### config.mk
export PLATFORM = sky130hd
export DESIGN_NAME = dtbd_decoder
export DESIGN_NICKNAME = d
export VERILOG_FILES = /design/src/verilog/dtbd_pkg.sv /design/src/verilog/dtbd_decoder.sv
export SDC_FILE = /design/constraint.sdc
export NUM_CORES = 1
export LEC_CHECK = 0
export BUFFER_PORTS_ARGS = -buffer_cell sky130_fd_sc_hd__buf_2
export CAP_MARGIN = 20
export CELL_PAD_IN_SITES_DETAIL_PLACEMENT = 1
export CELL_PAD_IN_SITES_GLOBAL_PLACEMENT = 1
export CORE_AREA = 3 3 496 498
export CTS_BUF_LIST = sky130_fd_sc_hd__clkbuf_4 sky130_fd_sc_hd__clkbuf_8
export DETAILED_ROUTE_END_ITERATION = 7
export DIE_AREA = 0 0 499 501
export HOLD_SLACK_MARGIN = 0.02
export PLACE_DENSITY_LB_ADDON = 0.1
export SKIP_LAST_GASP = 1
export SLEW_MARGIN = 20
export SYNTH_ARGS = -nofsm -noshare
export SYNTH_HDL_FRONTEND = slang
export SYNTH_SLANG_ARGS = --single-unit
### constraint.sdc
create_clock -name clk_sys -period 3.1 [get_ports clk_sys]
set_input_delay 0.465 -clock clk_sys [delete_from_list [all_inputs] [get_ports clk_sys]]
set_output_delay 0.465 -clock clk_sys [all_outputs]
set_load 0.05 [all_outputs]
### src/verilog/dtbd_pkg.sv
package dtbd_pkg;
  // ==========================================================
  // instruction fields
  localparam int SRC_LSB   = 5;
  localparam int DST_LSB   = 0;
  localparam int SEL_W     = 5;
  localparam int COND_LSB  = 10;
  localparam int IMM_LSB   = 5;
  localparam int IMM_W     = 24;
  localparam int NA_LSB    = 15;
  localparam int NA_W      = 13;
  localparam int DATA_W    = 32;
  localparam int EXP_W     = 8;
  // ==========================================================
  // selector codes
  localparam logic [4:0] SEL_NONE  = 5'h00;
  localparam logic [4:0] SEL_STK   = 5'h07;
  localparam logic [4:0] SEL_M     = 5'h08;
  localparam logic [4:0] SEL_ML    = 5'h09;
  localparam logic [4:0] SEL_TRE   = 5'h0a;
  localparam logic [4:0] SEL_TR    = 5'h0b;
  localparam logic [4:0] SEL_RP    = 5'h01;
  localparam logic [4:0] SEL_RAM0  = 5'h18;
  localparam logic [4:0] SEL_RAM1  = 5'h19;
  localparam logic [4:0] SEL_BP0   = 5'h1a;
  localparam logic [4:0] SEL_BP1   = 5'h1b;
  localparam logic [4:0] SEL_IX0   = 5'h1c;
  localparam logic [4:0] SEL_IX1   = 5'h1d;
  localparam logic [4:0] SEL_K     = 5'h1e;
  localparam logic [4:0] SEL_L     = 5'h1f;
  localparam logic [31:0] ML_MASK  = 32'h00ffffff;
  localparam logic [12:0] PC_RESET = 13'h0000;
  localparam logic [12:0] PC_STEP  = 13'h0001;

  typedef enum logic [1:0] {DTBD_OP_OTHER, DTBD_OP_LDI, DTBD_OP_BRANCH, DTBD_OP_MOVE} dtbd_op_t;

  typedef struct packed {
    logic        valid;
    dtbd_op_t    op;
    logic [31:0] word;
  } dtbd_instr_t;

  typedef struct packed {
    logic [1:0] zero;
    logic [1:0] carry;
    logic [1:0] sign;
    logic [1:0] ovf;
    logic [1:0] exp_ovf;
    logic       si_full;
    logic       so_empty;
    logic [1:0] in_port;
    logic       ready;
    logic       req_master;
  } dtbd_flags_t;

  typedef struct packed {
    logic        push;
    logic        pop;
    logic [12:0] ret_addr;
  } dtbd_stack_t;
endpackage

### src/verilog/dtbd_decoder.sv
// The address-and-strobe port and the register offsets were left to the implementer.
`timescale 1ns/1ps
`default_nettype none
module dtbd_decoder
  import dtbd_pkg::*;
#(
  parameter int GPIO_W = 4
)(
  input  wire logic                       clk_sys,
  input  wire logic                       reset,
  input  wire dtbd_pkg::dtbd_instr_t      instr,
  input  wire dtbd_pkg::dtbd_flags_t      flags,
  input  wire logic [31:0][31:0]          src_data,
  input  wire logic                       slave_mode,
  input  wire logic [GPIO_W-1:0]          gpio_out_req,
  input  wire logic [GPIO_W-1:0]          gpio_oe_req,
  output logic [31:0]                     bus_data,
  output logic                            bus_valid,
  output logic [31:0]                     wr_en,
  output logic [31:0]                     wr_data,
  output logic                            temp_exponent_part_we,
  output logic [31:0]                     k_data,
  output logic [31:0]                     l_data,
  output logic [12:0]                     next_addr,
  output logic                            ext_fetch,
  output logic                            branch_taken,
  output dtbd_pkg::dtbd_stack_t           stack_op,
  output logic                            local_bus_master,
  output logic [GPIO_W-1:0]               gpio_out,
  output logic [GPIO_W-1:0]               gpio_oe
);
  import dtbd_pkg::*;

  // ==========================================================
  // elaboration checks
  // the i/o pin count is fixed by the device, not a free choice
  if (GPIO_W != 4)
  begin
    $error("gpio width must be four");
  end
  if (SEL_W != 5)
  begin
    $error("selector fields must be five bits wide");
  end
  // the pad in front of the literal assumes these widths fill the word
  if (DATA_W != IMM_W + EXP_W)
  begin
    $error("literal and exponent widths must fill the data word");
  end
  if (DST_LSB + SEL_W > SRC_LSB || SRC_LSB + SEL_W > COND_LSB || COND_LSB + SEL_W > NA_LSB)
  begin
    $error("instruction fields overlap");
  end
  if (NA_LSB + NA_W > DATA_W || IMM_LSB + IMM_W > DATA_W)
  begin
    $error("instruction fields run past the word");
  end

  // ==========================================================
  // state
  typedef struct packed {
    logic [31:0]       bus;
    logic              bus_v;
    logic [31:0]       we;
    logic [31:0]       wdata;
    logic              tre_we;
    logic [31:0]       k;
    logic [31:0]       l;
    logic [12:0]       pc;
    logic              ext;
    logic              taken;
    dtbd_stack_t       stack_top;
    logic [GPIO_W-1:0] gout;
    logic [GPIO_W-1:0] goe;
  } dtbd_state_t;

  dtbd_state_t state_ff;
  dtbd_state_t nxt_state;

  logic [4:0]  src_sel;
  logic [4:0]  dst_sel;
  logic [4:0]  cond_sel;
  logic [23:0] imm;
  logic [12:0] target;

  assign src_sel  = instr.word[SRC_LSB +: SEL_W];
  assign dst_sel  = instr.word[DST_LSB +: SEL_W];
  assign cond_sel = instr.word[COND_LSB +: SEL_W];
  assign imm      = instr.word[IMM_LSB +: IMM_W];
  assign target   = instr.word[NA_LSB +: NA_W];

  // ==========================================================
  // source mux: code indexes the source table directly, except ML, which reads M masked to its low 24 bits
  function automatic logic [31:0] src_value(input logic [4:0] sel);
    logic [31:0] v;
    v = src_data[sel];
    if (sel == SEL_M)
      v = src_data[SEL_M];
    else if (sel == SEL_ML)
      v = src_data[SEL_M] & ML_MASK;
    return v;
  endfunction

  function automatic logic nonzero(input logic [4:0] sel);
    return |src_data[sel];
  endfunction

  // ==========================================================
  // condition test
  function automatic logic cond_met(input logic [4:0] c, input dtbd_flags_t f);
    logic r;
    r = 1'b0;
    unique case (c)
      5'h00: r = 1'b1;
      5'h01: r = 1'b1;
      5'h02: r = 1'b1;
      5'h03: r = nonzero(SEL_RP);
      5'h04: r = f.zero[0];
      5'h05: r = !f.zero[0];
      5'h06: r = f.zero[1];
      5'h07: r = !f.zero[1];
      5'h08: r = f.carry[0];
      5'h09: r = !f.carry[0];
      5'h0a: r = f.carry[1];
      5'h0b: r = !f.carry[1];
      5'h0c: r = f.sign[0];
      5'h0d: r = !f.sign[0];
      5'h0e: r = f.sign[1];
      5'h0f: r = !f.sign[1];
      5'h10: r = f.ovf[0];
      5'h11: r = !f.ovf[0];
      5'h12: r = f.ovf[1];
      5'h13: r = !f.ovf[1];
      5'h14: r = f.exp_ovf[0];
      5'h15: r = f.exp_ovf[1];
      5'h16: r = !f.si_full;
      5'h17: r = !f.so_empty;
      5'h18: r = f.in_port[0];
      5'h19: r = f.in_port[1];
      5'h1a: r = nonzero(SEL_IX0);
      5'h1b: r = nonzero(SEL_IX1);
      5'h1c: r = nonzero(SEL_BP0);
      5'h1d: r = nonzero(SEL_BP1);
      5'h1e: r = f.ready;
      5'h1f: r = f.req_master;
    endcase
    return r;
  endfunction

  // ==========================================================
  // next state
  always_comb
  begin
    logic [31:0] value;
    logic        do_move;
    logic        hit;
    value     = '0;
    do_move   = 1'b0;
    hit       = 1'b0;
    nxt_state = state_ff;
    nxt_state.bus_v  = 1'b0;
    nxt_state.we     = '0;
    nxt_state.tre_we = 1'b0;
    nxt_state.taken  = 1'b0;
    nxt_state.stack_top    = '0;
    // gpio and local bus stay usable whatever the host mode
    nxt_state.gout   = gpio_out_req;
    nxt_state.goe    = gpio_oe_req;

    if (instr.valid)
    begin
      nxt_state.pc = state_ff.pc + PC_STEP;
      if (instr.op == DTBD_OP_LDI)
      begin
        value   = {8'h00, imm};
        do_move = 1'b1;
      end
      else if (instr.op == DTBD_OP_MOVE || instr.op == DTBD_OP_BRANCH)
      begin
        // transfer is independent of the branch outcome
        if (src_sel != SEL_NONE)
        begin
          value           = src_value(src_sel);
          nxt_state.bus   = value;
          nxt_state.bus_v = 1'b1;
          do_move         = 1'b1;
        end
      end

      if (do_move && dst_sel != SEL_NONE)
      begin
        nxt_state.wdata = value;
        unique case (dst_sel)
          SEL_M:
          begin
            nxt_state.we[SEL_L] = 1'b1;
            nxt_state.we[SEL_K] = 1'b1;
            nxt_state.l         = value;
            nxt_state.k         = src_data[SEL_RAM0];
          end
          SEL_ML:
          begin
            nxt_state.we[SEL_K] = 1'b1;
            nxt_state.we[SEL_L] = 1'b1;
            nxt_state.k         = value;
            nxt_state.l         = src_data[SEL_RAM1];
          end
          // only the exponent byte of the temporary register moves
          SEL_TRE: nxt_state.tre_we = 1'b1;
          SEL_K:
          begin
            nxt_state.we[SEL_K] = 1'b1;
            nxt_state.k         = value;
          end
          SEL_L:
          begin
            nxt_state.we[SEL_L] = 1'b1;
            nxt_state.l         = value;
          end
          default: nxt_state.we[dst_sel] = 1'b1;
        endcase
      end

      if (instr.op == DTBD_OP_BRANCH)
      begin
        hit = cond_met(cond_sel, flags);
        nxt_state.taken = hit;
        if (hit)
        begin
          nxt_state.pc = target;
          if (cond_sel == 5'h01)
          begin
            nxt_state.stack_top.push     = 1'b1;
            nxt_state.stack_top.ret_addr = state_ff.pc + PC_STEP;
          end
          else if (cond_sel == 5'h02)
          begin
            nxt_state.stack_top.pop = 1'b1;
            nxt_state.pc      = src_data[SEL_STK][NA_W-1:0];
          end
        end
      end
    end
    nxt_state.ext = nxt_state.pc[NA_W-1];
  end

  // ==========================================================
  // registers
  always_ff @(posedge clk_sys)
  begin
    if (reset)
    begin
      state_ff    <= '0;
      state_ff.pc <= PC_RESET;
    end
    else
      state_ff <= nxt_state;
  end

  assign bus_data              = state_ff.bus;
  assign bus_valid             = state_ff.bus_v;
  assign wr_en                 = state_ff.we;
  assign wr_data               = state_ff.wdata;
  assign temp_exponent_part_we = state_ff.tre_we;
  assign k_data                = state_ff.k;
  assign l_data                = state_ff.l;
  assign next_addr             = state_ff.pc;
  assign ext_fetch             = state_ff.ext;
  assign branch_taken          = state_ff.taken;
  assign stack_op              = state_ff.stack_top;
  // local bus mastering is kept in both host modes
  assign local_bus_master      = 1'b1;
  assign gpio_out              = state_ff.gout;
  assign gpio_oe               = state_ff.goe;

  logic unused_slave;
  assign unused_slave = slave_mode;
endmodule
`default_nettype wire

## Word-level counts from Yosys, hierarchy flattened

Cells that the tools add are included.

| word-level totals | value |
|---|---|
| bits in latches | 0 |
| memory bits (read-only) | 0 |
| word-level logic and storage cells | 137 |
| output and inout bits | 201 |
| bits in writable memories | 0 |
| memories kept | 0 |
| bits in registers | 199 |
| input bits | 1,086 |

| operators by class | value |
|---|---|
| $lt $le $gt $ge | 3 |
| bitwise operators | 7 |
| equal/unequal tests | 41 |
| shift-type cells | 0 |
| $add $sub $neg | 1 |
| multiply operators | 0 |
| reduce and logical (&&, ||, !) cells | 41 |
| divide/modulo/power cells | 0 |
| muxes and demuxes | 28 |

Operators with widths:

| operator | count |
|---|---|
| 32-bit two-way mux | 6 |
| 32-bit binary-select mux with 5-bit select | 1 |
| 32-bit OR reduction | 5 |
| 32-bit case mux with 2 select lines | 2 |
| 5-bit equality test, second input constant | 18 |
| 5-bit by 4-bit equality test with 1-bit output, second input constant | 13 |
| 13-bit two-way mux | 4 |
| 1-bit case mux with 30 select lines | 1 |
| 5-bit by 3-bit equality test with 1-bit output, second input constant | 4 |
| 3-bit OR reduction | 5 |
| 13-bit by 1-bit adder with 13-bit output, second input constant | 1 |
| 5-bit by 6-bit less-than comparator with 1-bit output, second input constant | 2 |
| 1-bit two-way mux | 11 |
| 5-bit by 2-bit equality test with 1-bit output, second input constant | 2 |
| 1-bit logical NOT | 10 |
| 5-bit nonzero test | 2 |
| 5-bit OR reduction | 2 |
| 2-bit OR reduction | 4 |
| 4-bit OR reduction | 2 |
| 8-bit OR reduction | 1 |
| 1-bit inverter | 7 |
| 3-bit AND reduction | 2 |
| 1-bit demux with 5-bit select | 1 |
| 5-bit by 1-bit equality test with 1-bit output, second input constant | 1 |
| 10 further kinds | 14 |

## Logic depth before layout (Yosys ltp)

| depth | value |
|---|---|
| depth in word-level cells | 8 |
| mapped depth | 11 |
| gate-level depth less buffers | 8 |

## Least setup slack after synthesis

Ideal clock, no wire load.

| timing | value |
|---|---|
| path type | input port to flip-flop |
| start | input port instr[6] (netlist name) |
| end | register state_ff, in the netlist l_data[5] |
| path buffers | 3 |
| stages | 9 |
| setup slack | 330 ps |
| required time | 2,968 ps |
| arrival | 2,638 ps |
| cells stage by stage | buf_2 -> buf_2 -> buf_1 -> mux4_2 -> mux4_2 -> a222oi_1 -> nand2_1 -> o21ai_1 -> a21oi_1 |

| between the ends | value |
|---|---|
| cells in the longest elaborated chain, start to end | 8 |
| elaborated cells on any way between the ends | 17 |

RTL lines:

| what | RTL line | source |
|---|---|---|
| start, declared | dtbd_decoder.sv:11 | `input wire dtbd_pkg::dtbd_instr_t instr,` |
| 32-bit binary-select mux with 5-bit select | dtbd_decoder.sv:96 | `v = src_data[sel];` |
| 32-bit two-way mux (not written as such) | dtbd_decoder.sv:96 |  |
| 32-bit two-way mux | dtbd_decoder.sv:99 | `else if (sel == SEL_ML)` |
| 32-bit two-way mux | dtbd_decoder.sv:97 | `if (sel == SEL_M)` |
| 32-bit two-way mux | dtbd_decoder.sv:181 | `if (src_sel != SEL_NONE)` |
| 32-bit two-way mux | dtbd_decoder.sv:178 | `else if (instr.op == DTBD_OP_MOVE \|\| instr.op == DTBD_OP_BRANCH)` |
| 32-bit two-way mux | dtbd_decoder.sv:173 | `if (instr.op == DTBD_OP_LDI)` |
| 32-bit case mux with 2 select lines | dtbd_decoder.sv:193 | `unique case (dst_sel)` |
| end signal, assigned | dtbd_decoder.sv:257 | `state_ff <= nxt_state;` |
| end, declared | dtbd_decoder.sv:77 | `dtbd_state_t state_ff;` |

Several ways; a longest one is shown, not always the timed one. The select of a mux whose other input is x is not followed.
A chain may end at the register's enable or synchronous reset.

## Final worst setup path

| timing | value |
|---|---|
| start | input port instr[5] (netlist name) |
| end | register state_ff, in the netlist l_data[10] |

Same word-level chain as after synthesis.

==> summary.md <==
| Metric | Value |
|---|---|
| Post-synth EDFFs | `0` |
| Fin Hold WS | `around 150 ps` |
| Syn Std Cell Area | `17,000 um2` |
| Hold Path Class | `in2reg` |
| Core Area | `between 200,000 and 250,000 um2` |
| Slew Limit Fails | `0` |
| Placer Congestion | `0.869` |
| LEAKAGE | `~13 nW` |
| Residual DRC | `0` |
| Peak VDD IR | `0.000360 V` |
| Skew-Pair Late Insertion Delay | `about 650 ps` |
| Antenna Nets Post-Route | `0` |
| Routed len/inst | `34.0 um` |
| Pint | `~5.3 mW` |
| Largest net degree at the start of global routing | `49` |
| Clock buffer depth | `2` |
| Drt pass-1 iters | `7` |
| Syn Inst Count | `1,582` |
| Run status | `finished, final reports clean` |
| P_sw | `about 4.2 mW` |
| Number of hold violations in the final report | `0` |
| Row cnt | `between 150 and 200` |
| I/O pins | `between 1,000 and 1,500` |
| Htree depth | `4` |
| Total die area | `roughly 250,000 um2` |
| Setup bufs post-CTS | `0` |
| Max frequency | `329 MHz` |
| Yosys reg bits | `199` |
| Final WL | `216,000 um` |
| Via density | `3.46` |
| Worst R2R Path Depth | `8` |
| Cells after DPL | `between 6,000 and 7,000` |
| Initial antenna violation count | `roughly 210` |
| CP max FO | `15` |
| Initial DRC count | `about 1,500` |
| Combinational power share | `48.1%` |
| Part of the power in registers | `between 20% and 30%` |
| HPWL after DPL | `194,000 um` |
| Rel. slew slack | `24.1%` |
| Seq/Total Area, Yosys | `23.5%` |
| Clk sinks | `~200` |
| Via count | `21,900` |
| Tot Pwr | `9.51 mW` |
| Synth unique cells | `59` |
| Port-buffer cells | `1,281` |
| PwrDens | `312 nW/um2` |
| Die height | `501 um` |
| Clk network pwr share | `23.2%` |
| CP startpoint kind | `input pin` |
| Filler cells | `28,700` |
| Die Wd | `~500 um` |
| Max-cap violations | `0` |
| Final Util | `between 10% and 20%` |
| Worst Path Arrival | `3540 ps` |
| Hold Path Cell Cnt | `3` |
| Ys async rst share | `0%` |
| Tot GR Track Use | `16.7%` |
| Area growth, synth to finish | `80.0%` |
| Inserted Clock Buffers | `17` |
| Yosys warnings | `0` |
| Clock Pin Slew Worst Setup and Hold Paths | `130 ps` |
| TritonCTS clock tree | `done` |
| Crit path required time | `between 3000 and 4000 ps` |
| Pre-CTS setup slack | `-706 ps` |
| Final count of negative-setup-slack endpoints | `0` |
| Final worst path period share | `98.0%` |
| First-pass GRT wire length | `269,000 um` |
| Synthesized area per cell | `between 10 and 15 um2` |
| Layout cells sized above 1 | `63.7%` |
| Root Buffer | `clkbuf_8` |
| Minimum clock period | `3040 ps` |
| CP Capture Type | `flip-flop` |
| Clock skew | `15.1 ps` |
| Starting density of the core | `6.99%` |
| WS Path Type | `in2reg` |
| Sw frac | `43.8%` |
| Slew @ Worst Pin | `1130 ps` |
| Vias in the first global route | `23,600` |
| RSZ-0062 raised after global routing | `no` |
| Total gr overflow | `0` |
| PnR worst setup slack | `around 63 ps` |
| Final net count | `4,156` |
| Post-Layout Cell Count | `6,344` |
| Synth Flop Type | `dfxtp_1` |
## per-stage QoR
stage / instance area [um2] / TNS, ps
finish: 30500 / 0
global route: 30400 / 0
CTS: 30300 / 0
detailed placement: 29600 / -48110
global placement: 29600 / -48860
floorplan: 17000 / 0
## worst paths after layout
check	from	endpoint	slack, ps
max	instr[5]	l_data[10]	60
min	src_data[787]	k_data[19]	150
max reg2reg	next_addr[2]	next_addr[11]	830
min reg2reg	l_data[22]	l_data[22]	470
## power groups by stage
stage	Combinational [mW]	Clock [mW]	Sequential, mW
2_1_floorplan	1.47	0	3.12
3_3_place_gp	4.66	0	2.78
3_5_place_dp	4.65	0	2.79
4_1_cts	4.71	2.44	2.73
5_1_grt	4.89	2.49	2.74
6_report	4.57	2.21	2.73
## state kept, by name, indices dropped and copies added, names as in the netlist, 13 cells and up
name / flops
bus_data: 32
k_data: 32
l_data: 32
wr_data: 32
wr_en: 32
stack_op: 15
next_addr: 13
## routing by layer
metal,up-vias,track usage [%],routed length (um)
met2,1126,25.3,93600
li1,9389,-,-
met3,260,5.69,17400
met5,-,0,479
met4,80,3.63,4100
met1,11100,22.8,100000
## cells in the mapped netlist (5+ instances only)
| cell type | n | area share [%] |
|---|---|---|
| inv_1 | 7 | 0.16 |
| buf_6 | 16 | 1.1 |
| buf_2 | 46 | 1.4 |
| mux4_1 | 5 | 0.78 |
| nor2_1 | 171 | 3.8 |
| nand4_1 | 13 | 0.48 |
| and2_1 | 6 | 0.22 |
| buf_1 | 19 | 0.42 |
| mux2i_1 | 48 | 2.8 |
| clkbuf_1 | 72 | 1.6 |
| xnor2_1 | 8 | 0.41 |
| a221oi_1 | 6 | 0.31 |
| nor3_1 | 42 | 1.2 |
| a22oi_1 | 7 | 0.31 |
| a22o_1 | 12 | 0.62 |
| or3b_2 | 13 | 0.67 |
| nor4_1 | 42 | 1.6 |
| nor3b_1 | 5 | 0.22 |
| a31oi_1 | 35 | 1.3 |
| nand3_1 | 10 | 0.30 |
| o21a_1 | 5 | 0.22 |
| and3_1 | 5 | 0.18 |
| o21ai_1 | 22 | 0.65 |
| dfxtp_1 | 199 | 24 |
| a21oi_1 | 79 | 2.3 |
| mux4_2 | 311 | 41 |
| nor2b_1 | 27 | 1.0 |
| nand2b_1 | 16 | 0.59 |
| nand2_1 | 146 | 3.2 |
| a222oi_1 | 24 | 1.4 |
| and3b_1 | 6 | 0.31 |
| o21ai_0 | 111 | 3.3 |
## final cells by class
type | count | area [um2] | area share (%)
Clock buffer | 19 | 255 | 0.837
Timing Repair Buffer | 1623 | 9660 | 31.7
Inverter | 9 | 33.8 | 0.111
Clock inverter | 13 | 181 | 0.595
Tap cell | 3202 | 4010 | 13.1
Antenna cell | 60 | 150 | 0.492
Sequential cell | 199 | 3980 | 13.1
Multi-Input combinational cell | 1219 | 12200 | 40.1
## logic make-up (layout without fill, tap and decap cells)
| family | Yosys count | after routing | share of synthesized area (%) |
|---|---|---|---|
| other | 2 | 65 | 0.0443 |
| AND/OR/NAND/NOR | 520 | 520 | 14.6 |
| adder cells (fa/ha/maj) | 1 | 1 | 0.0738 |
| multiplexers | 365 | 365 | 45.0 |
| flip-flops | 199 | 199 | 23.5 |
| AO/OA/AOI/OAI | 319 | 319 | 11.4 |
| XOR/XNOR | 9 | 9 | 0.465 |
| buffers and inverters | 167 | 1664 | 4.93 |
## worst max-delay path, stage by stage
cell      delay (ps)
buf_8            230
buf_12           220
buf_12           200
mux4_2           510
mux4_2           610
a222oi_1         570
buf_4            210
nand2_1          210
o21ai_1          190
a21oi_1           70
## repair_timing
| action | CTS | global route |
|---|---|---|
| hold endpoints to repair | 34 | 0 |
| hold buffers | 34 | 0 |
| resized for setup | 0 | 1 |
| endpoints found under the setup margin | 0 | 9 |
## layout by cell type, fill, tap and decap left out, types with 5 or more instances in the layout
master / Yosys / routed
inv_1: 7 / 7
diode_2: 0 / 60
nand4_1: 13 / 13
dlygate4sd3_1: 0 / 34
nand2b_1: 16 / 16
or3b_2: 13 / 13
a221oi_1: 6 / 6
nor2b_1: 27 / 26
nor4_1: 42 / 41
mux4_2: 311 / 311
and2_1: 6 / 6
nor3_1: 42 / 39
mux2i_1: 48 / 48
a22o_1: 12 / 12
a222oi_1: 24 / 24
nor3b_1: 5 / 5
buf_2: 46 / 1276
buf_4: 4 / 264
xnor2_1: 8 / 8
nor2_1: 171 / 169
a21oi_1: 79 / 78
a31oi_1: 35 / 35
dfxtp_1: 199 / 199
conb_1: 2 / 5
a22oi_1: 7 / 7
o21ai_0: 111 / 109
and3_1: 5 / 5
clkbuf_8: 0 / 18
nand2_1: 146 / 145
mux4_1: 5 / 5
nand3_1: 10 / 9
and3b_1: 6 / 6
o21a_1: 5 / 5
buf_12: 1 / 45
o21ai_1: 22 / 23
No activity file was read; power rests on OpenSTA's default activity.
